[src/rtl/low_power_card_detect_pkg.sv]
// constants and types of the card detect sequencer
// assumes a 10 MHz pclk and a word-wide apb register bus
package low_power_card_detect_pkg;
  localparam int unsigned CLK_NS = 100;
  // on-time unit and output-toggle unit, in nanoseconds
  localparam int unsigned FIELD_UNIT_NS = 8000;
  localparam int unsigned TOGGLE_UNIT_NS = 5000;
  localparam logic [15:0] FIELD_UNIT_CYC =
    16'((FIELD_UNIT_NS + CLK_NS - 1) / CLK_NS);
  localparam logic [15:0] TOGGLE_UNIT_CYC =
    16'((TOGGLE_UNIT_NS + CLK_NS - 1) / CLK_NS);

  // register indices; byte address is four times the index
  localparam logic [7:0] IDX_REF = 8'h34;
  localparam logic [7:0] IDX_FIELD_TIME = 8'h36;
  localparam logic [7:0] IDX_THRESHOLD = 8'h37;
  localparam logic [7:0] IDX_REF_CTRL = 8'h38;
  localparam logic [7:0] IDX_TOGGLE_BEFORE = 8'h39;
  localparam logic [7:0] IDX_TOGGLE_AFTER = 8'h3A;
  localparam logic [7:0] IDX_CONTROL = 8'h3C;
  localparam logic [7:0] IDX_STATUS = 8'h3D;

  // control register fields
  localparam int unsigned CTL_START = 0;
  localparam int unsigned CTL_DPR_EN = 1;
  localparam int unsigned CTL_IRQ_CLR = 2;
  localparam int unsigned CTL_DUR_LSB = 16;
  // status register fields
  localparam int unsigned ST_IRQ = 0;
  localparam int unsigned ST_BUSY = 1;
  localparam int unsigned ST_REF_PEND = 2;
  localparam int unsigned ST_GAIN_LSB = 16;

  localparam logic [15:0] REF_RESET = 16'h0000;
  localparam logic [7:0] BYTE_RESET = 8'h00;

  // reference source codes
  localparam logic [1:0] SRC_STORED = 2'b00;
  localparam logic [1:0] SRC_MEASURE = 2'b01;
  localparam logic [1:0] SRC_GAIN_CFG = 2'b10;

  typedef struct packed {
    logic [1:0] spare;
    logic [3:0] gear;
    logic [9:0] value;
  } low_power_card_detect_ref_t;

  typedef struct packed {
    logic [4:0] spare;
    logic aux_enable;
    logic [1:0] source;
  } low_power_card_detect_ref_ctrl_t;

  typedef struct packed {
    logic field_enable;
    logic typea_106_select;
    logic field_on_command;
    logic aux_output_one;
  } low_power_card_detect_field_t;

  typedef enum logic [2:0] {
    ST_IDLE,
    ST_STANDBY,
    ST_PRE_AUX,
    ST_FIELD_CMD,
    ST_FIELD_ON,
    ST_COMPARE,
    ST_POST_AUX
  } low_power_card_detect_state_t;
endpackage : low_power_card_detect_pkg

[src/rtl/low_power_card_detect_sequencer.sv]
// low power card detect sequencer with its apb register file
// assumes gain loop inputs and the field command answer run on pclk;
// slow oscillator, host select and rf level arrive from pins
// the host sets a reference before each start; nothing here checks it
//
// Register access over APB was decided locally.
`timescale 1ns/1ps
module low_power_card_detect_sequencer (
  input wire logic pclk,
  input wire logic presetn,
  input wire logic psel,
  input wire logic penable,
  input wire logic pwrite,
  input wire logic [31:0] paddr,
  input wire logic [31:0] pwdata,
  output logic [31:0] prdata,
  output logic pready,
  output logic pslverr,
  input wire logic slow_oscillator,
  input wire logic host_select_line_n,
  input wire logic rf_level_detect,
  input wire logic [9:0] gain_loop_value,
  input wire low_power_card_detect_pkg::low_power_card_detect_ref_t gain_loop_config_register,
  input wire logic field_on_command_done,
  output low_power_card_detect_pkg::low_power_card_detect_field_t field_ctrl,
  output logic card_detect_interrupt
);
  logic [15:0] ref_store_ff;
  logic [7:0] field_time_ff;
  logic [7:0] threshold_ff;
  logic [7:0] ref_ctrl_ff;
  logic [7:0] toggle_before_ff;
  logic [7:0] toggle_after_ff;
  logic dpr_en_ff;
  logic [15:0] standby_dur_ff;
  logic irq_ff;
  logic [9:0] last_gain_ff;
  logic [9:0] meas_ref_ff;
  logic ref_pend_ff;
  logic [31:0] prdata_ff;
  logic pslverr_ff;
  logic [2:0] sync1_ff;
  logic [2:0] sync2_ff;
  logic osc_prev_ff;
  low_power_card_detect_pkg::low_power_card_detect_state_t state_ff;
  logic [15:0] cnt_ff;
  logic leave_ff;
  logic field_ff;
  logic cmd_ff;
  logic aux_ff;
  logic [7:0] idx;
  logic idx_ok;
  logic wr_en;
  logic start_req;
  logic irq_clr;
  logic busy;
  logic [15:0] start_dur;
  logic osc_tick;
  logic stop_req;
  logic detect_hit;
  logic [9:0] ref_val;
  logic [10:0] diff;
  low_power_card_detect_pkg::low_power_card_detect_ref_ctrl_t rctl;

  // status is listed so that reads of it are not refused
  function automatic logic map_hit(input logic [7:0] i);
    case (i)
      low_power_card_detect_pkg::IDX_REF, low_power_card_detect_pkg::IDX_FIELD_TIME,
      low_power_card_detect_pkg::IDX_THRESHOLD, low_power_card_detect_pkg::IDX_REF_CTRL,
      low_power_card_detect_pkg::IDX_TOGGLE_BEFORE, low_power_card_detect_pkg::IDX_TOGGLE_AFTER,
      low_power_card_detect_pkg::IDX_CONTROL, low_power_card_detect_pkg::IDX_STATUS: map_hit = 1'b1;
      default: map_hit = 1'b0;
    endcase
  endfunction : map_hit

  // delay in cycles of a configuration byte of the given unit
  function automatic logic [15:0] delay_cyc(input logic [7:0] b,
                                            input logic [15:0] unit);
    delay_cyc = 16'({8'h00, b} * unit);
  endfunction : delay_cyc

  assign idx = paddr[9:2];
  assign idx_ok = map_hit(idx) && (paddr[1:0] == 2'b00) &&
                  (paddr[31:10] == 22'h00_0000);
  assign wr_en = psel && penable && pwrite && idx_ok;
  assign start_req = wr_en && (idx == low_power_card_detect_pkg::IDX_CONTROL) &&
                     pwdata[low_power_card_detect_pkg::CTL_START];
  assign irq_clr = wr_en && (idx == low_power_card_detect_pkg::IDX_CONTROL) &&
                   pwdata[low_power_card_detect_pkg::CTL_IRQ_CLR];
  // the start write carries its own duration; the stored copy lags a cycle
  assign start_dur = pwdata[low_power_card_detect_pkg::CTL_DUR_LSB +: 16];
  assign busy = state_ff != low_power_card_detect_pkg::ST_IDLE;
  assign rctl = low_power_card_detect_pkg::low_power_card_detect_ref_ctrl_t'(ref_ctrl_ff);
  // no wait states: every answer comes from flops
  assign pready = 1'b1;
  assign prdata = prdata_ff;
  assign pslverr = pslverr_ff;

  // configuration bytes; reset is the only thing that clears them
  always_ff @(posedge pclk or negedge presetn) begin
    if (!presetn) begin
      ref_store_ff <= low_power_card_detect_pkg::REF_RESET;
      field_time_ff <= low_power_card_detect_pkg::BYTE_RESET;
      threshold_ff <= low_power_card_detect_pkg::BYTE_RESET;
      ref_ctrl_ff <= low_power_card_detect_pkg::BYTE_RESET;
      toggle_before_ff <= low_power_card_detect_pkg::BYTE_RESET;
      toggle_after_ff <= low_power_card_detect_pkg::BYTE_RESET;
      dpr_en_ff <= 1'b0;
      standby_dur_ff <= low_power_card_detect_pkg::REF_RESET;
    end else if (wr_en) begin
      // wr_en already excludes refused addresses, so those never land
      case (idx)
        low_power_card_detect_pkg::IDX_REF: ref_store_ff <= {2'b00, pwdata[13:0]};
        low_power_card_detect_pkg::IDX_FIELD_TIME: field_time_ff <= pwdata[7:0];
        low_power_card_detect_pkg::IDX_THRESHOLD: threshold_ff <= pwdata[7:0];
        low_power_card_detect_pkg::IDX_REF_CTRL: ref_ctrl_ff <= pwdata[7:0];
        low_power_card_detect_pkg::IDX_TOGGLE_BEFORE: toggle_before_ff <= pwdata[7:0];
        low_power_card_detect_pkg::IDX_TOGGLE_AFTER: toggle_after_ff <= pwdata[7:0];
        low_power_card_detect_pkg::IDX_CONTROL: begin
          dpr_en_ff <= pwdata[low_power_card_detect_pkg::CTL_DPR_EN];
          if (pwdata[low_power_card_detect_pkg::CTL_START]) begin
            standby_dur_ff <= pwdata[low_power_card_detect_pkg::CTL_DUR_LSB +: 16];
          end
        end
        default: begin
        end
      endcase
    end
  end

  // read data captured in the setup phase, so the access never waits
  always_ff @(posedge pclk or negedge presetn) begin
    if (!presetn) begin
      prdata_ff <= 32'h0000_0000;
      pslverr_ff <= 1'b0;
    end else if (psel && !penable) begin
      pslverr_ff <= !idx_ok;
      prdata_ff <= 32'h0000_0000;
      // refused reads return zero rather than an aliased register
      if (!pwrite && idx_ok) begin
        case (idx)
          low_power_card_detect_pkg::IDX_REF: prdata_ff <= {16'h0000, ref_store_ff};
          low_power_card_detect_pkg::IDX_FIELD_TIME: prdata_ff <= {24'h00_0000, field_time_ff};
          low_power_card_detect_pkg::IDX_THRESHOLD: prdata_ff <= {24'h00_0000, threshold_ff};
          low_power_card_detect_pkg::IDX_REF_CTRL: prdata_ff <= {24'h00_0000, ref_ctrl_ff};
          low_power_card_detect_pkg::IDX_TOGGLE_BEFORE:
            prdata_ff <= {24'h00_0000, toggle_before_ff};
          low_power_card_detect_pkg::IDX_TOGGLE_AFTER:
            prdata_ff <= {24'h00_0000, toggle_after_ff};
          low_power_card_detect_pkg::IDX_CONTROL: begin
            prdata_ff[low_power_card_detect_pkg::CTL_DUR_LSB +: 16] <= standby_dur_ff;
            prdata_ff[low_power_card_detect_pkg::CTL_DPR_EN] <= dpr_en_ff;
          end
          low_power_card_detect_pkg::IDX_STATUS: begin
            prdata_ff[low_power_card_detect_pkg::ST_IRQ] <= irq_ff;
            prdata_ff[low_power_card_detect_pkg::ST_BUSY] <= busy;
            prdata_ff[low_power_card_detect_pkg::ST_REF_PEND] <= ref_pend_ff;
            prdata_ff[low_power_card_detect_pkg::ST_GAIN_LSB +: 10] <= last_gain_ff;
          end
          default: prdata_ff <= 32'h0000_0000;
        endcase
      end
    end
  end

  // pin synchronisers: osc, host select (low = selected), rf level
  always_ff @(posedge pclk or negedge presetn) begin
    if (!presetn) begin
      sync1_ff <= 3'b010;
      sync2_ff <= 3'b010;
      osc_prev_ff <= 1'b0;
    end else begin
      sync1_ff <= {rf_level_detect, host_select_line_n, slow_oscillator};
      sync2_ff <= sync1_ff;
      osc_prev_ff <= sync2_ff[0];
    end
  end

  // standby resolution is one slow period; the first edge may come early
  assign osc_tick = sync2_ff[0] && !osc_prev_ff;
  assign stop_req = !sync2_ff[1] || sync2_ff[2];

  // reference by source; reserved code falls back to the stored value
  always_comb begin
    case (rctl.source)
      low_power_card_detect_pkg::SRC_MEASURE: ref_val = meas_ref_ff;
      low_power_card_detect_pkg::SRC_GAIN_CFG: ref_val = gain_loop_config_register.value;
      default: ref_val = ref_store_ff[9:0];
    endcase
  end

  assign diff = {1'b0, ref_val} - {1'b0, gain_loop_value};
  // a gain value above the reference wraps negative and never hits
  assign detect_hit = !diff[10] &&
                      (diff[9:0] > {2'b00, threshold_ff});

  // sequencer with one shared delay counter
  always_ff @(posedge pclk or negedge presetn) begin
    if (!presetn) begin
      state_ff <= low_power_card_detect_pkg::ST_IDLE;
      cnt_ff <= 16'h0000;
      leave_ff <= 1'b0;
      field_ff <= 1'b0;
      cmd_ff <= 1'b0;
      aux_ff <= 1'b0;
    end else begin
      cmd_ff <= 1'b0;
      if (cnt_ff != 16'h0000) begin
        cnt_ff <= cnt_ff - 16'h0001;
      end
      case (state_ff)
        low_power_card_detect_pkg::ST_IDLE: begin
          leave_ff <= 1'b0;
          if (start_req) begin
            state_ff <= low_power_card_detect_pkg::ST_STANDBY;
            cnt_ff <= start_dur;
          end
        end
        low_power_card_detect_pkg::ST_STANDBY: begin
          // osc ticks alone move the count; the shared decrement is held
          if (osc_tick && cnt_ff != 16'h0000) begin
            cnt_ff <= cnt_ff - 16'h0001;
          end else if (cnt_ff != 16'h0000) begin
            cnt_ff <= cnt_ff;
          end
          if (stop_req) begin
            state_ff <= low_power_card_detect_pkg::ST_IDLE;
          end else if (cnt_ff == 16'h0000) begin
            if (rctl.aux_enable) begin
              aux_ff <= 1'b1;
              state_ff <= low_power_card_detect_pkg::ST_PRE_AUX;
              cnt_ff <= delay_cyc(toggle_before_ff,
                                  low_power_card_detect_pkg::TOGGLE_UNIT_CYC);
            end else if (dpr_en_ff) begin
              cmd_ff <= 1'b1;
              state_ff <= low_power_card_detect_pkg::ST_FIELD_CMD;
            end else begin
              field_ff <= 1'b1;
              state_ff <= low_power_card_detect_pkg::ST_FIELD_ON;
              cnt_ff <= delay_cyc(field_time_ff,
                                  low_power_card_detect_pkg::FIELD_UNIT_CYC);
            end
          end
        end
        low_power_card_detect_pkg::ST_PRE_AUX: begin
          if (stop_req) begin
            leave_ff <= 1'b1;
            state_ff <= low_power_card_detect_pkg::ST_POST_AUX;
            cnt_ff <= 16'h0000;
          end else if (cnt_ff == 16'h0000) begin
            if (dpr_en_ff) begin
              cmd_ff <= 1'b1;
              state_ff <= low_power_card_detect_pkg::ST_FIELD_CMD;
            end else begin
              field_ff <= 1'b1;
              state_ff <= low_power_card_detect_pkg::ST_FIELD_ON;
              cnt_ff <= delay_cyc(field_time_ff,
                                  low_power_card_detect_pkg::FIELD_UNIT_CYC);
            end
          end
        end
        low_power_card_detect_pkg::ST_FIELD_CMD: begin
          // no timeout on the command answer; only a stop pin gets out
          field_ff <= 1'b1;
          if (stop_req) begin
            field_ff <= 1'b0;
            leave_ff <= 1'b1;
            state_ff <= low_power_card_detect_pkg::ST_POST_AUX;
            cnt_ff <= delay_cyc(toggle_after_ff,
                                low_power_card_detect_pkg::TOGGLE_UNIT_CYC);
          end else if (field_on_command_done) begin
            state_ff <= low_power_card_detect_pkg::ST_FIELD_ON;
            cnt_ff <= delay_cyc(field_time_ff,
                                low_power_card_detect_pkg::FIELD_UNIT_CYC);
          end
        end
        low_power_card_detect_pkg::ST_FIELD_ON: begin
          if (stop_req) begin
            field_ff <= 1'b0;
            leave_ff <= 1'b1;
            state_ff <= low_power_card_detect_pkg::ST_POST_AUX;
            cnt_ff <= delay_cyc(toggle_after_ff,
                                low_power_card_detect_pkg::TOGGLE_UNIT_CYC);
          end else if (cnt_ff == 16'h0000) begin
            state_ff <= low_power_card_detect_pkg::ST_COMPARE;
          end
        end
        low_power_card_detect_pkg::ST_COMPARE: begin
          // stop pins are not looked at here; the post phase catches them
          field_ff <= 1'b0;
          // the measuring pass only fixes the reference
          leave_ff <= detect_hit && !ref_pend_ff;
          state_ff <= low_power_card_detect_pkg::ST_POST_AUX;
          cnt_ff <= delay_cyc(toggle_after_ff,
                              low_power_card_detect_pkg::TOGGLE_UNIT_CYC);
        end
        low_power_card_detect_pkg::ST_POST_AUX: begin
          if (cnt_ff == 16'h0000 || !aux_ff) begin
            aux_ff <= 1'b0;
            if (leave_ff || stop_req) begin
              state_ff <= low_power_card_detect_pkg::ST_IDLE;
            end else begin
              state_ff <= low_power_card_detect_pkg::ST_STANDBY;
              cnt_ff <= standby_dur_ff;
            end
          end
        end
        default: state_ff <= low_power_card_detect_pkg::ST_IDLE;
      endcase
    end
  end

  // gain capture, measured reference and interrupt flag
  always_ff @(posedge pclk or negedge presetn) begin
    if (!presetn) begin
      last_gain_ff <= 10'h000;
      meas_ref_ff <= 10'h000;
      ref_pend_ff <= 1'b0;
      irq_ff <= 1'b0;
    end else begin
      // a stop before the compare leaves the measuring pass pending
      if (start_req && !busy) begin
        ref_pend_ff <= rctl.source == low_power_card_detect_pkg::SRC_MEASURE;
      end
      if (state_ff == low_power_card_detect_pkg::ST_COMPARE) begin
        last_gain_ff <= gain_loop_value;
        if (ref_pend_ff) begin
          meas_ref_ff <= gain_loop_value;
          ref_pend_ff <= 1'b0;
        end
      end
      // set wins over a clear in the same cycle; no config is restored
      if (state_ff == low_power_card_detect_pkg::ST_COMPARE && detect_hit && !ref_pend_ff) begin
        irq_ff <= 1'b1;
      end else if (irq_clr) begin
        irq_ff <= 1'b0;
      end
    end
  end

  always_comb begin
    field_ctrl.field_enable = field_ff;
    field_ctrl.typea_106_select = field_ff && !dpr_en_ff;
    field_ctrl.field_on_command = cmd_ff;
    field_ctrl.aux_output_one = aux_ff;
  end

  assign card_detect_interrupt = irq_ff;
endmodule : low_power_card_detect_sequencer

[config.mk]
export PLATFORM = sky130hd
export DESIGN_NAME = low_power_card_detect_sequencer
export DESIGN_NICKNAME = d
export VERILOG_FILES = /design/src/rtl/low_power_card_detect_pkg.sv /design/src/rtl/low_power_card_detect_sequencer.sv
export SDC_FILE = /design/constraint.sdc
export NUM_CORES = 1
export LEC_CHECK = 0
export BUFFER_PORTS_ARGS = -buffer_cell sky130_fd_sc_hd__buf_4
export CAP_MARGIN = 30
export CORE_AREA = 4 4 163 204
export CTS_BUF_LIST = sky130_fd_sc_hd__clkbuf_8 sky130_fd_sc_hd__clkbuf_16
export CTS_CLUSTER_DIAMETER = 150
export DETAILED_ROUTE_END_ITERATION = 16
export DIE_AREA = 0 0 167 208
export GPL_ROUTABILITY_DRIVEN = 0
export HOLD_SLACK_MARGIN = 0.05
export PLACE_DENSITY = 0.58
export SLEW_MARGIN = 25
export SYNTH_ARGS = -nofsm -noshare
export SYNTH_HDL_FRONTEND = slang
export SYNTH_SLANG_ARGS = --single-unit
[constraint.sdc]
create_clock -name pclk -period 7.8 [get_ports pclk]
set_input_delay 0.78 -clock pclk [delete_from_list [all_inputs] [get_ports pclk]]
set_output_delay 0.78 -clock pclk [all_outputs]
set_load 0.05 [all_outputs]
==> results of run 1 <==
[worst paths after layout]
| check | from | endpoint | slack, ps | depth (start not counted) |
|---|---|---|---|---|
| min in group asynchronous | presetn | prdata[5] | 370 | 1 |
| setup / recovery | rctl[0] | card_detect_interrupt | 3760 | 14 |
| hold / removal | sync1_ff[2] | sync2_ff[2] | 360 | 0 |
| hold reg to reg | sync1_ff[2] | sync2_ff[2] | 360 | 0 |
| max in group asynchronous | presetn | prdata[24] | 6210 | 2 |
| setup reg to reg | rctl[0] | card_detect_interrupt | 3760 | 14 |
[registers in the layout, summed over array words and instances (netlist names), 10 cells and up]
register        flops
cnt_ff             16
last_gain_ff       10
meas_ref_ff        10
prdata             30
ref_store_ff       14
standby_dur_ff     16
[logic make-up (layout without fill, tap and decap cells)]
kind of cell	Yosys count	count (layout)	synth area share
XOR/XNOR	43	43	0.03392
flip-flops	154	154	0.3473
AO/OA/AOI/OAI	326	326	0.1943
AND/OR/NAND/NOR	385	385	0.1753
multiplexers	74	74	0.07301
adder cells (fa/ha/maj)	102	102	0.1203
other	2	3	0.0006763
buffers and inverters	128	236	0.05521
[power groups by stage]
stage	Sequential, uW	Combinational, uW	Clock [uW]
global placement	821	141	0
floorplan	822	62.4	0
detailed placement	821	142	0
finish	806	142	875
CTS	806	143	889
global route	806	154	921
[layout by cell type, fill, tap and decap left out, drive strengths merged, types with 6 or more instances in the layout]
cell type and instances:
a211o 7, a211oi 8, a21o 12, a21oi 61, a221oi 16, a22o 12
a22oi 36, and3 6, buf 136, clkbuf 18, dfrtp 152, fa 8
ha 94, inv 72, mux2 56, mux2i 18, nand2 157, nand2b 13
nand3 29, nand4 7, nor2 64, nor2b 14, nor3 33, nor3b 6
nor4 18, o211ai 8, o21a 13, o21ai 93, o221ai 6, o22ai 8
o31ai 8, or3 8, or4 7, xnor2 25, xor2 18
[layer usage]
layer	routed length, um	up-vias
li1	-	4607
met1	14740	4702
met2	18520	308
met3	1459	83
met4	1566	0
met5	0	-
[through the flow]
| stage | worst slack (ps) | power [uW] | cells | cell area [um^2] |
|---|---|---|---|---|
| after detailed placement | 3746 | 962.6 | 1702 | 12290 |
| after floorplan | 4410 | 884.1 | 1215 | 11110 |
| final | 3759 | 1823 | 1735 | 12910 |
| after CTS | 3744 | 1837 | 1734 | 12900 |
| after global placement | 3791 | 961.8 | 1702 | 12280 |
| after global routing | 3320 | 1881 | 1735 | 12910 |
[area by class of cell]
cell class,count,area (um^2)
multi-input combinational,933,6645
timing repair buffer,136,1026
tap,412,515.5
sequential,154,3856
clock inverter,14,170.2
fill,3161,18600
clock buffer,18,439.2
inverter,68,255.2
[synthesized netlist by cell type (9+ instances only)]
master,count
nand2_1,157
dfrtp_1,152
ha_1,94
o21ai_0,91
inv_1,65
nor2_1,64
a21oi_1,61
mux2_2,56
a22oi_1,36
clkbuf_1,29
nand3_1,29
nor3_1,29
xnor2_1,25
mux2i_1,18
xor2_1,18
a221oi_1,16
nor2b_1,14
nor4_1,14
nand2b_1,13
o21a_1,13
a21o_1,12
a22o_1,12
buf_4,11
buf_6,9
==> out/metrics.csv, run 1 <==
stage,metric,value,unit
die,Die W,167,um
route,remaining number of nets flagged by the antenna check after routing,0,
clock_tree,maximum number of buffers from clock root to sink,2,
clock_tree,H-tree Lvls,4,
timing,unrepaired setup endpoints after global routing,false,
global_route,antenna violations before repair,0,
layout,NumNets Final,1511,
pwr,total internal power,1373,uW
pwr,total power per unit cell area,141.2,nW/um^2
pwr,net switching power of the design,450.1,uW
timing,summed negative setup slack over all endpoints,0,ps
global_route,via count of the first global-routing pass,9735,
global_route,global routing met2 resource utilization,0.3644,
timing,# setup viols final,0,
layout,P&R area growth vs syn,16.24,%
logic_synthesis,synthesized flop and latch total,154,
place,placed wire-length estimate after detailed placement,27900,um
flow_run,max-cap violation count,0,
timing,post-route minimum period,4041,ps
worst_setup_path,slowest stage cell on the critical path,ha_1,
timing,period utilisation layout,0.5180,
global_route,met3 capacity usage during global routing,0.02623,
logic_synthesis,number of instances in the synthesized netlist,1214,
global_route,remaining global-route overflow,0,
global_route,first-pass GRT wire length,56320,um
timing,Max-slew headroom,0.3249,
layout,Ant. Diodes,0,
clock_tree,setup fix buffers added after clock tree synthesis,0,
route,detailed-route vias per instance,5.591,
clock_tree,clock tree root driver cell,clkbuf_16,
logic_synthesis,Synth area leader,dfrtp_1,
logic_synthesis,fraction of post-synthesis cell area in the top cell type by area,0.3425,
worst_setup_path,"slowest stage delay, CP",640,ps
timing,smallest hold slack,356.0,ps
worst_setup_path,Worst Setup End Kind,register,
logic_synthesis,predominant post-synthesis flop cell,dfrtp_1,
die,number of ports placed on the die boundary,138,
clock_tree,CTS tree,done,
worst_setup_path,arrival time worst endpoint,4330,ps
worst_setup_path,startpoint-to-endpoint class of the critical path,register to register,
logic_synthesis,Netlist Area Pre-Place,11100,um^2
pwr,Switching Fraction,0.2470,
global_route,gr busiest metal,met2,
worst_setup_path,peak fanout along the critical path,20,
timing,Hold Fails Final Rpt,0,
clock_tree,clock slew at the register clock pins of the worst setup and hold paths,70,ps
pwr,register share of total power,0.442,
pwr,part of the power in the clock network,0.480,
route,detailed-route via count,9700,
die,initial standard-cell utilization of the core,0.3524,
route,length of the first detailed-routing pass in iterations,6,
logic_synthesis,ranking of synthesized cells by area,"dfrtp_1 (34%), ha_1 (11%), mux2_2 (5.7%)",
pwr,largest voltage drop on the vdd net,97.21,uV
die,total die area,34740,um^2
global_route,global routing met1 resource utilization,0.2481,
worst_setup_path,cell family with the largest share of critical-path delay,compound AO/OA/AOI/OAI gates,
layout,utilization after layout,0.4096,
logic_synthesis,async set-or-reset flop fraction in the synthesized netlist,1.000,
hold_path,worst hold path type,register to register,
timing,Clock Skew,10.77,ps
timing,Final Max Slew Viols,0,
worst_setup_path,kind of start point of the critical path,register,
logic_synthesis,yosys synthesis warning count,0,
clock_tree,number of buffers added by the clock tree synthesis step,17,
route,routed wire length,36280,um
die,vertical die dimension,208,um
global_route,largest net degree at the start of global routing,82,
worst_setup_path,most frequent cell on the critical path,ha_1,
timing,Worst Max-Slew Pin Slew,1004,ps
clock_tree,"Gates resized, CTS repair",0,
global_route,global-route total usage across every layer,0.2053,
clock_tree,clk_lat worst skew,440,ps
pwr,leakage,0.006389,uW
logic_synthesis,number of distinct standard cells referenced by the synthesized netlist,93,
timing,maximum achievable frequency,247.5,MHz
die,area of the core,31510,um^2
logic_synthesis,portion of the post-synthesis area used by sequential elements,0.3473,
die,Placement Rows,73,
layout,fraction of layout cells with a size suffix above 1,0.1890,
route,Detailed Route Iter0 Violations,1055,
pwr,power share of the combinational group,0.078,
worst_setup_path,worst path bufs/invs,1,
clock_tree,CTS sink cnt,154,
place,Port Buffers,126,
status,result of the run,"finished, final reports clean",
clock_tree,hold bufs inserted after CTS,0,
logic_synthesis,number of synthesized flops with an enable pin,0,
worst_setup_path,data required time at the worst endpoint,8090,ps
logic_synthesis,mean instance size in the synthesized netlist,9.147,um^2
route,detailed-route wire length per cell,20.91,um
worst_setup_path,worst-path cell chain,inv_1 > ha_1 > o21ai_0 > ha_1 > nor2b_1 > o31a_1 > o31ai_1 > a21boi_0 > ha_1 > o21ai_0 > a21oi_1 > o21a_1 > o311ai_0 > nand3_1,
route,final routed DRC violation total,0,
Note: power is estimated with default switching activity, not from simulation.
==> run 2: changes to the inputs <==
Clock period 7.8 ns to 4 ns, I/O delays scaled along.
==> out/metrics.csv, run 2 (synthesis gave the netlist of run 1 again) <==
stage,metric,value,unit,change
status,result of the run,"finished, final reports clean",,
worst_setup_path,most frequent cell on the critical path,ha_1,,
timing,unrepaired setup endpoints after global routing,false,,
pwr,power share of the combinational group,0.081,,+0.003
route,detailed-route vias per instance,5.606,,+0.28%
pwr,largest voltage drop on the vdd net,234.0,uV,+140%
timing,# setup viols final,0,,unchanged
clock_tree,number of buffers added by the clock tree synthesis step,17,,unchanged
place,"worst slack, placed",284.5,ps,-3462 ps
clock_tree,CTS sink cnt,154,,unchanged
worst_setup_path,"slowest stage delay, CP",500,ps,-140 ps
clock_tree,CTS tree,done,,
timing,Max-slew headroom,0.3376,,+0.01268
die,initial standard-cell utilization of the core,0.3524,,unchanged
worst_setup_path,cell family with the largest share of critical-path delay,adder cells,,
timing,maximum achievable frequency,276.1,MHz,+12%
place,Port Buffers,126,,unchanged
die,Die W,167,um,unchanged
die,vertical die dimension,208,um,unchanged
route,final routed DRC violation total,0,,unchanged
layout,Ant. Diodes,0,,unchanged
timing,summed negative setup slack over all endpoints,0,ps,unchanged
global_route,via count of the first global-routing pass,9970,,+2.4%
route,detailed-route wire length per cell,20.78,um,-0.63%
worst_setup_path,beginning of the critical path,toggle_after_ff[1],,
global_route,first-pass GRT wire length,57220,um,+1.6%
worst_setup_path,worst-path cell chain,ha_1 > ha_1 > ha_1 > ha_1 > a21o_1 > a211o_1 > a2111oi_0 > nor3_1 > xnor2_1 > nor2_1 > or4_1,,
hold_path,worst hold path type,input pin to async pin,,
place,placed wire-length estimate after detailed placement,28490,um,+2.1%
layout,P&R area growth vs syn,17.23,%,
pwr,part of the power in the clock network,0.469,,-0.011
pwr,register share of total power,0.450,,+0.008
clock_tree,clock slew at the register clock pins of the worst setup and hold paths,70,ps,about the same
die,number of ports placed on the die boundary,138,,unchanged
pwr,total internal power,2561,uW,+87%
flow_run,max-cap violation count,0,,unchanged
route,detailed-route via count,9822,,+1.3%
clock_tree,clk_lat worst skew,430,ps,about the same
layout,NumNets Final,1528,,+1.1%
worst_setup_path,startpoint-to-endpoint class of the critical path,register to register,,
pwr,Switching Fraction,0.2661,,+0.01916
worst_setup_path,Critical R2R Launch,toggle_after_ff[1],,
pwr,leakage,0.006449,uW,+0.94%
layout,fill cell total of the finished layout,3205,,+1.4%
route,Detailed Route Iter0 Violations,1096,,+3.9%
worst_setup_path,data required time at the worst endpoint,4310,ps,-3780 ps
layout,fraction of layout cells with a size suffix above 1,0.2015,,+0.01253
worst_setup_path,critical path depth,11,,-3
layout,utilization after layout,0.4131,,+0.003494
clock_tree,hold bufs inserted after CTS,0,,unchanged
timing,Final Max Slew Viols,0,,unchanged
worst_setup_path,Worst Setup End Kind,register,,
worst_setup_path,kind of start point of the critical path,register,,
route,routed wire length,36410,um,+0.34%
layout,"top library cells by usage in the layout, fill and taps aside","nand2_1 (157), dfrtp_1 (152), buf_4 (151)",,
clock_tree,maximum number of buffers from clock root to sink,2,,unchanged
timing,Worst Max-Slew Pin Slew,985.5,ps,-18.86 ps
worst_setup_path,worst path bufs/invs,0,,-1
pwr,total power per unit cell area,268.0,nW/um^2,+90%
timing,period utilisation layout,0.9055,,+0.3875
clock_tree,clock tree root driver cell,clkbuf_16,,
die,area of the core,31510,um^2,unchanged
global_route,antenna violations before repair,0,,unchanged
route,length of the first detailed-routing pass in iterations,6,,unchanged
worst_setup_path,capture point of the worst reg-to-reg path,cnt_ff[12],,
global_route,global-route total usage across every layer,0.2087,,+0.003411
timing,minimum setup slack in the final design,377.9,ps,-3381 ps
worst_setup_path,crit path capture,cnt_ff[12],,
timing,Clock Skew,9.261,ps,-1.510 ps
timing,post-route minimum period,3622,ps,-418.6 ps
die,Placement Rows,73,,unchanged
global_route,remaining global-route overflow,0,,unchanged
die,total die area,34740,um^2,unchanged
worst_setup_path,arrival time worst endpoint,3930,ps,-400 ps
layout,max reg flops,30,,unchanged
timing,Hold Fails Final Rpt,0,,unchanged
global_route,largest net degree at the start of global routing,90,,+9.8%
layout,most common library cell in the layout ignoring fill and taps,nand2_1,,
worst_setup_path,slowest stage cell on the critical path,or4_1,,
worst_setup_path,peak fanout along the critical path,7,,-65%
worst_setup_path,path depth of the worst reg2reg path,11,,-3
pwr,net switching power of the design,928.5,uW,+110%
clock_tree,H-tree Lvls,4,,unchanged
worst_setup_path,setup slack on the worst flop-to-flop path,380,ps,-3380 ps
route,remaining number of nets flagged by the antenna check after routing,0,,unchanged
[run 2: cell types whose count changed in the layout (fill, tap and decap cells not counted), moves of 2 or more]
cell	delta
buf_4	+18
bufinv_16	-2
ha_1	-2
ha_2	+2
inv_8	+4
[run 2: power by group through the flow]
stage	Clock, uW	Sequential [uW]	Combinational (uW)
final	1640	1570	282
after global routing	1720	1570	309
after CTS	1670	1570	284
after detailed placement	0	1600	283
after global placement	0	1600	281
after floorplan	0	1600	122
[run 2: per-stage QoR]
stage          power [uW]  cells  area, um^2  hold WS (ps)
5_1_grt              3603   1752       13020         58.01
3_3_place_gp         1881   1720       12430         343.5
2_1_floorplan        1724   1215       11110         104.4
4_1_cts              3525   1752       13010         52.66
3_5_place_dp         1883   1720       12430         343.6
6_report             3489   1752       13020         39.57
[run 2: worst min path at each step]
| stage | endpoint | cells past startpoint | from |
|---|---|---|---|
| finish | prdata[7] | 1 | presetn |
| global route | sync1_ff[2] | 1 | rf_level_detect |
| CTS | sync1_ff[2] | 1 | rf_level_detect |
| detailed placement | sync2_ff[2] | 0 | sync1_ff[2] |
| global placement | sync2_ff[2] | 0 | sync1_ff[2] |
| floorplan | aux_ff | 0 | presetn |
[run 2: metal layers]
metal | GRT usage | part of all wire | vias up
met2 | 0.3578 | 0.50 | 331
met1 | 0.2519 | 0.40 | 4738
met3 | 0.02870 | 0.044 | 105
met5 | 0 | 0 | -
met4 | 0.1149 | 0.058 | 0
li1 | - | - | 4648
[run 2: cell type report]
class,count,area [um^2],area share
multi-input cells,933,6644,0.5104
clock buffers,17,425.4,0.03268
inverters,68,255.2,0.01961
well taps,412,515.5,0.03960
repair buffers,153,1165,0.08948
flip-flops and latches,154,3856,0.2962
clock inverters,15,156.4,0.01201
[run 2: repair_timing]
action	4_1_cts	5_1_grt
endpoints found under the setup margin	0	2
resized for setup	0	2
buffers inserted	0	0
hold endpoints to repair	0	0
==> run 3: changes to the inputs <==
Settings changed: ABC_AREA set to 1, CORE_AREA 4 4 163 204 to 4 4 165 207, DIE_AREA 0 0 167 208 to 0 0 169 211, SLEW_MARGIN 25 to 20.
==> out/metrics.csv, run 3 <==
stage,metric,value,unit,change
clock_tree,maximum number of buffers from clock root to sink,2,,unchanged
clock_tree,CTS tree,done,,
clock_tree,setup fix buffers added after clock tree synthesis,0,,unchanged
timing,summed negative setup slack over all endpoints,0,ps,unchanged
die,area of the core,32310,um^2,+2.5%
die,vertical die dimension,211,um,+1.4%
clock_tree,clock tree root driver cell,clkbuf_16,,
timing,period utilisation layout,0.9051,,about the same
worst_setup_path,Worst Setup End Kind,register,,
worst_setup_path,"slowest stage delay, CP",370,ps,-130 ps
die,initial standard-cell utilization of the core,0.3539,,+0.001553
die,Die W,169,um,+1.2%
worst_setup_path,arrival time worst endpoint,3920,ps,about the same
worst_setup_path,peak fanout along the critical path,9,,+2
logic_synthesis,Synth area leader,dfrtp_1,,
layout,post-route design area,13430,um^2,+3.2%
worst_setup_path,data required time at the worst endpoint,4300,ps,about the same
timing,Worst Max-Slew Pin Slew,894.1,ps,-91.35 ps
logic_synthesis,ranking of synthesized cells by area,"dfrtp_1 (33%), nand2_1 (13%), ha_1 (10%)",,
logic_synthesis,async set-or-reset flop fraction in the synthesized netlist,1.000,,unchanged
logic_synthesis,fraction of post-synthesis cell area in the top cell type by area,0.3326,,-0.009968
route,Detailed Route Iter0 Violations,869,,-21%
global_route,remaining global-route overflow,0,,unchanged
clock_tree,CTS sink cnt,154,,unchanged
status,result of the run,"finished, final reports clean",,
place,Port Buffers,126,,unchanged
timing,unrepaired setup endpoints after global routing,false,,
route,routed wire length,39840,um,+9.4%
logic_synthesis,number of instances in the synthesized netlist,1587,,+31%
global_route,via count of the first global-routing pass,11110,,+11%
logic_synthesis,mean instance size in the synthesized netlist,7.207,um^2,-21%
layout,max reg flops,30,,unchanged
worst_setup_path,worst path bufs/invs,4,,+4
route,length of the first detailed-routing pass in iterations,6,,unchanged
route,detailed-route vias per instance,5.321,,-5.1%
clock_tree,clk_lat worst skew,440,ps,about the same
logic_synthesis,yosys synthesis warning count,0,,unchanged
clock_tree,number of buffers added by the clock tree synthesis step,17,,unchanged
route,detailed-route via count,11370,,+16%
logic_synthesis,"count leader, synth",nand2_1,,
die,number of ports placed on the die boundary,138,,unchanged
die,total die area,35660,um^2,+2.7%
route,detailed-route wire length per cell,18.64,um,-10%
logic_synthesis,number of distinct standard cells referenced by the synthesized netlist,56,,-40%
worst_setup_path,startpoint-to-endpoint class of the critical path,register to register,,
layout,"top library cells by usage in the layout, fill and taps aside","nand2_1 (385), inv_1 (215), o21ai_0 (170)",,
layout,NumNets Final,1906,,+25%
flow_run,max-cap violation count,0,,unchanged
logic_synthesis,predominant post-synthesis flop cell,dfrtp_1,,
place,placed wire-length estimate after detailed placement,31340,um,+10%
logic_synthesis,top cell types by occurrence after synthesis,"nand2_1 (385), inv_1 (214), o21ai_0 (170)",,
global_route,global-route total usage across every layer,0.2229,,+0.01422
timing,Final Max Slew Viols,0,,unchanged
route,final routed DRC violation total,0,,unchanged
worst_setup_path,setup slack on the worst flop-to-flop path,380,ps,about the same
pwr,largest voltage drop on the vdd net,256.0,uV,+9.4%
clock_tree,clock slew at the register clock pins of the worst setup and hold paths,70,ps,about the same
worst_setup_path,slowest stage cell on the critical path,dfrtp_1,,
timing,Max-slew headroom,0.4033,,+0.06573
layout,fraction of layout cells with a size suffix above 1,0.1345,,-0.06696
clock_tree,H-tree Lvls,4,,unchanged
logic_synthesis,portion of the post-synthesis area used by sequential elements,0.3372,,-0.01011
route,remaining number of nets flagged by the antenna check after routing,0,,unchanged
worst_setup_path,worst-path cell chain,inv_1 > ha_1 > buf_4 > a221o_1 > o21ai_0 > inv_1 > ha_1 > inv_1 > o31ai_1 > nand3_1 > nand2_1 > xor2_1 > ha_1 > nand2_1 > nor2_1 > o21ai_0 > a31oi_1 > o21ai_0 > nand3_1 > nand3_1 > a21oi_1,,
global_route,antenna violations before repair,1,,+1
timing,Clock Skew,17.14,ps,+7.880 ps
timing,post-route minimum period,3620,ps,-1.595 ps
hold_path,worst hold path type,input pin to register,,
pwr,total power per unit cell area,268.2,nW/um^2,about the same
global_route,largest net degree at the start of global routing,82,,-8.9%
logic_synthesis,number of synthesized flops with an enable pin,0,,unchanged
timing,minimum setup slack in the final design,379.5,ps,+1.595 ps
timing,Hold Fails Final Rpt,0,,unchanged
global_route,first-pass GRT wire length,61890,um,+8.2%
place,"worst slack, placed",353.3,ps,+68.81 ps
timing,# setup viols final,0,,unchanged
layout,P&R area growth vs syn,17.45,%,
place,placed inst area,12830,um^2,+3.2%
logic_synthesis,Netlist Area Pre-Place,11440,um^2,+3.0%
layout,utilization after layout,0.4157,,+0.002602
logic_synthesis,synthesized flop and latch total,154,,unchanged
die,Placement Rows,74,,+1.4%
worst_setup_path,kind of start point of the critical path,register,,
worst_setup_path,cell family with the largest share of critical-path delay,compound AO/OA/AOI/OAI gates,,
layout,most common library cell in the layout ignoring fill and taps,nand2_1,,
timing,maximum achievable frequency,276.2,MHz,about the same
pwr,leakage,0.006971,uW,+8.1%
-- run 3: cell types whose count changed after synthesis, sizes merged, moves of 20 or more --
cell,delta
nand2,+236
inv,+165
o21ai,+95
nor2,+71
nand3,+62
mux2,-56
a22oi,-35
o211ai,+20
-- run 3: cell families after synthesis --
group | synth area share
simple gates | 0.2573
compound gates | 0.1726
buf+inv | 0.09627
flops | 0.3372
fa+ha+maj | 0.1168
xor+xnor | 0.01914
other cells | 0.0006566
-- run 3: report_power, final --
part	leakage [uW]	switching (uW)	internal, uW	total, uW
clock	0.000283	722	921	1640
combinational	0.00483	243	128	370
sequential	0.00186	15.3	1570	1590
-- run 3: worst paths after layout --
kind	start	end	cells after the start
hold / removal	host_select_line_n	sync1_ff[1]	1
setup / recovery	rctl[0]	leave_ff	21
min in group asynchronous	presetn	rctl[4]	2
setup reg to reg	rctl[0]	leave_ff	21
hold reg to reg	sync1_ff[0]	sync2_ff[0]	0
max in group asynchronous	presetn	prdata[23]	3
-- run 3: stage by stage --
step                hold slack, ps  total power (uW)  instances
global route                 57.19              3723       2136
detailed placement           339.5              1986       2102
finish                       65.71              3603       2137
CTS                          51.73              3636       2134
floorplan                    104.4              1799       1588
global placement             337.0              1984       2102
-- run 3: layout make-up --
type,count,area (um^2)
fillers,3367,18880
multi-input cells,1154,6489
flip-flops and latches,154,3856
repair buffers,146,1115
inverters,232,870.8
well taps,418,523.0
clock buffers,17,425.4
clock inverters,14,148.9
diodes,2,5.005
-- run 3: repair_timing --
| item | in CTS | in global routing |
|---|---|---|
| endpoints found under the hold margin | 1 | 0 |
| hold buffers | 1 | 0 |
| resized for setup | 0 | 1 |
| setup endpoints to repair | 0 | 1 |
-- run 3: metal layers --
layer	GRT usage	vias to the layer above	routed length (um)
met4	0.1200	0	2228
met3	0.03501	110	2303
li1	-	5475	-
met5	0	-	0
met1	0.2601	5335	15240
met2	0.3921	451	20070
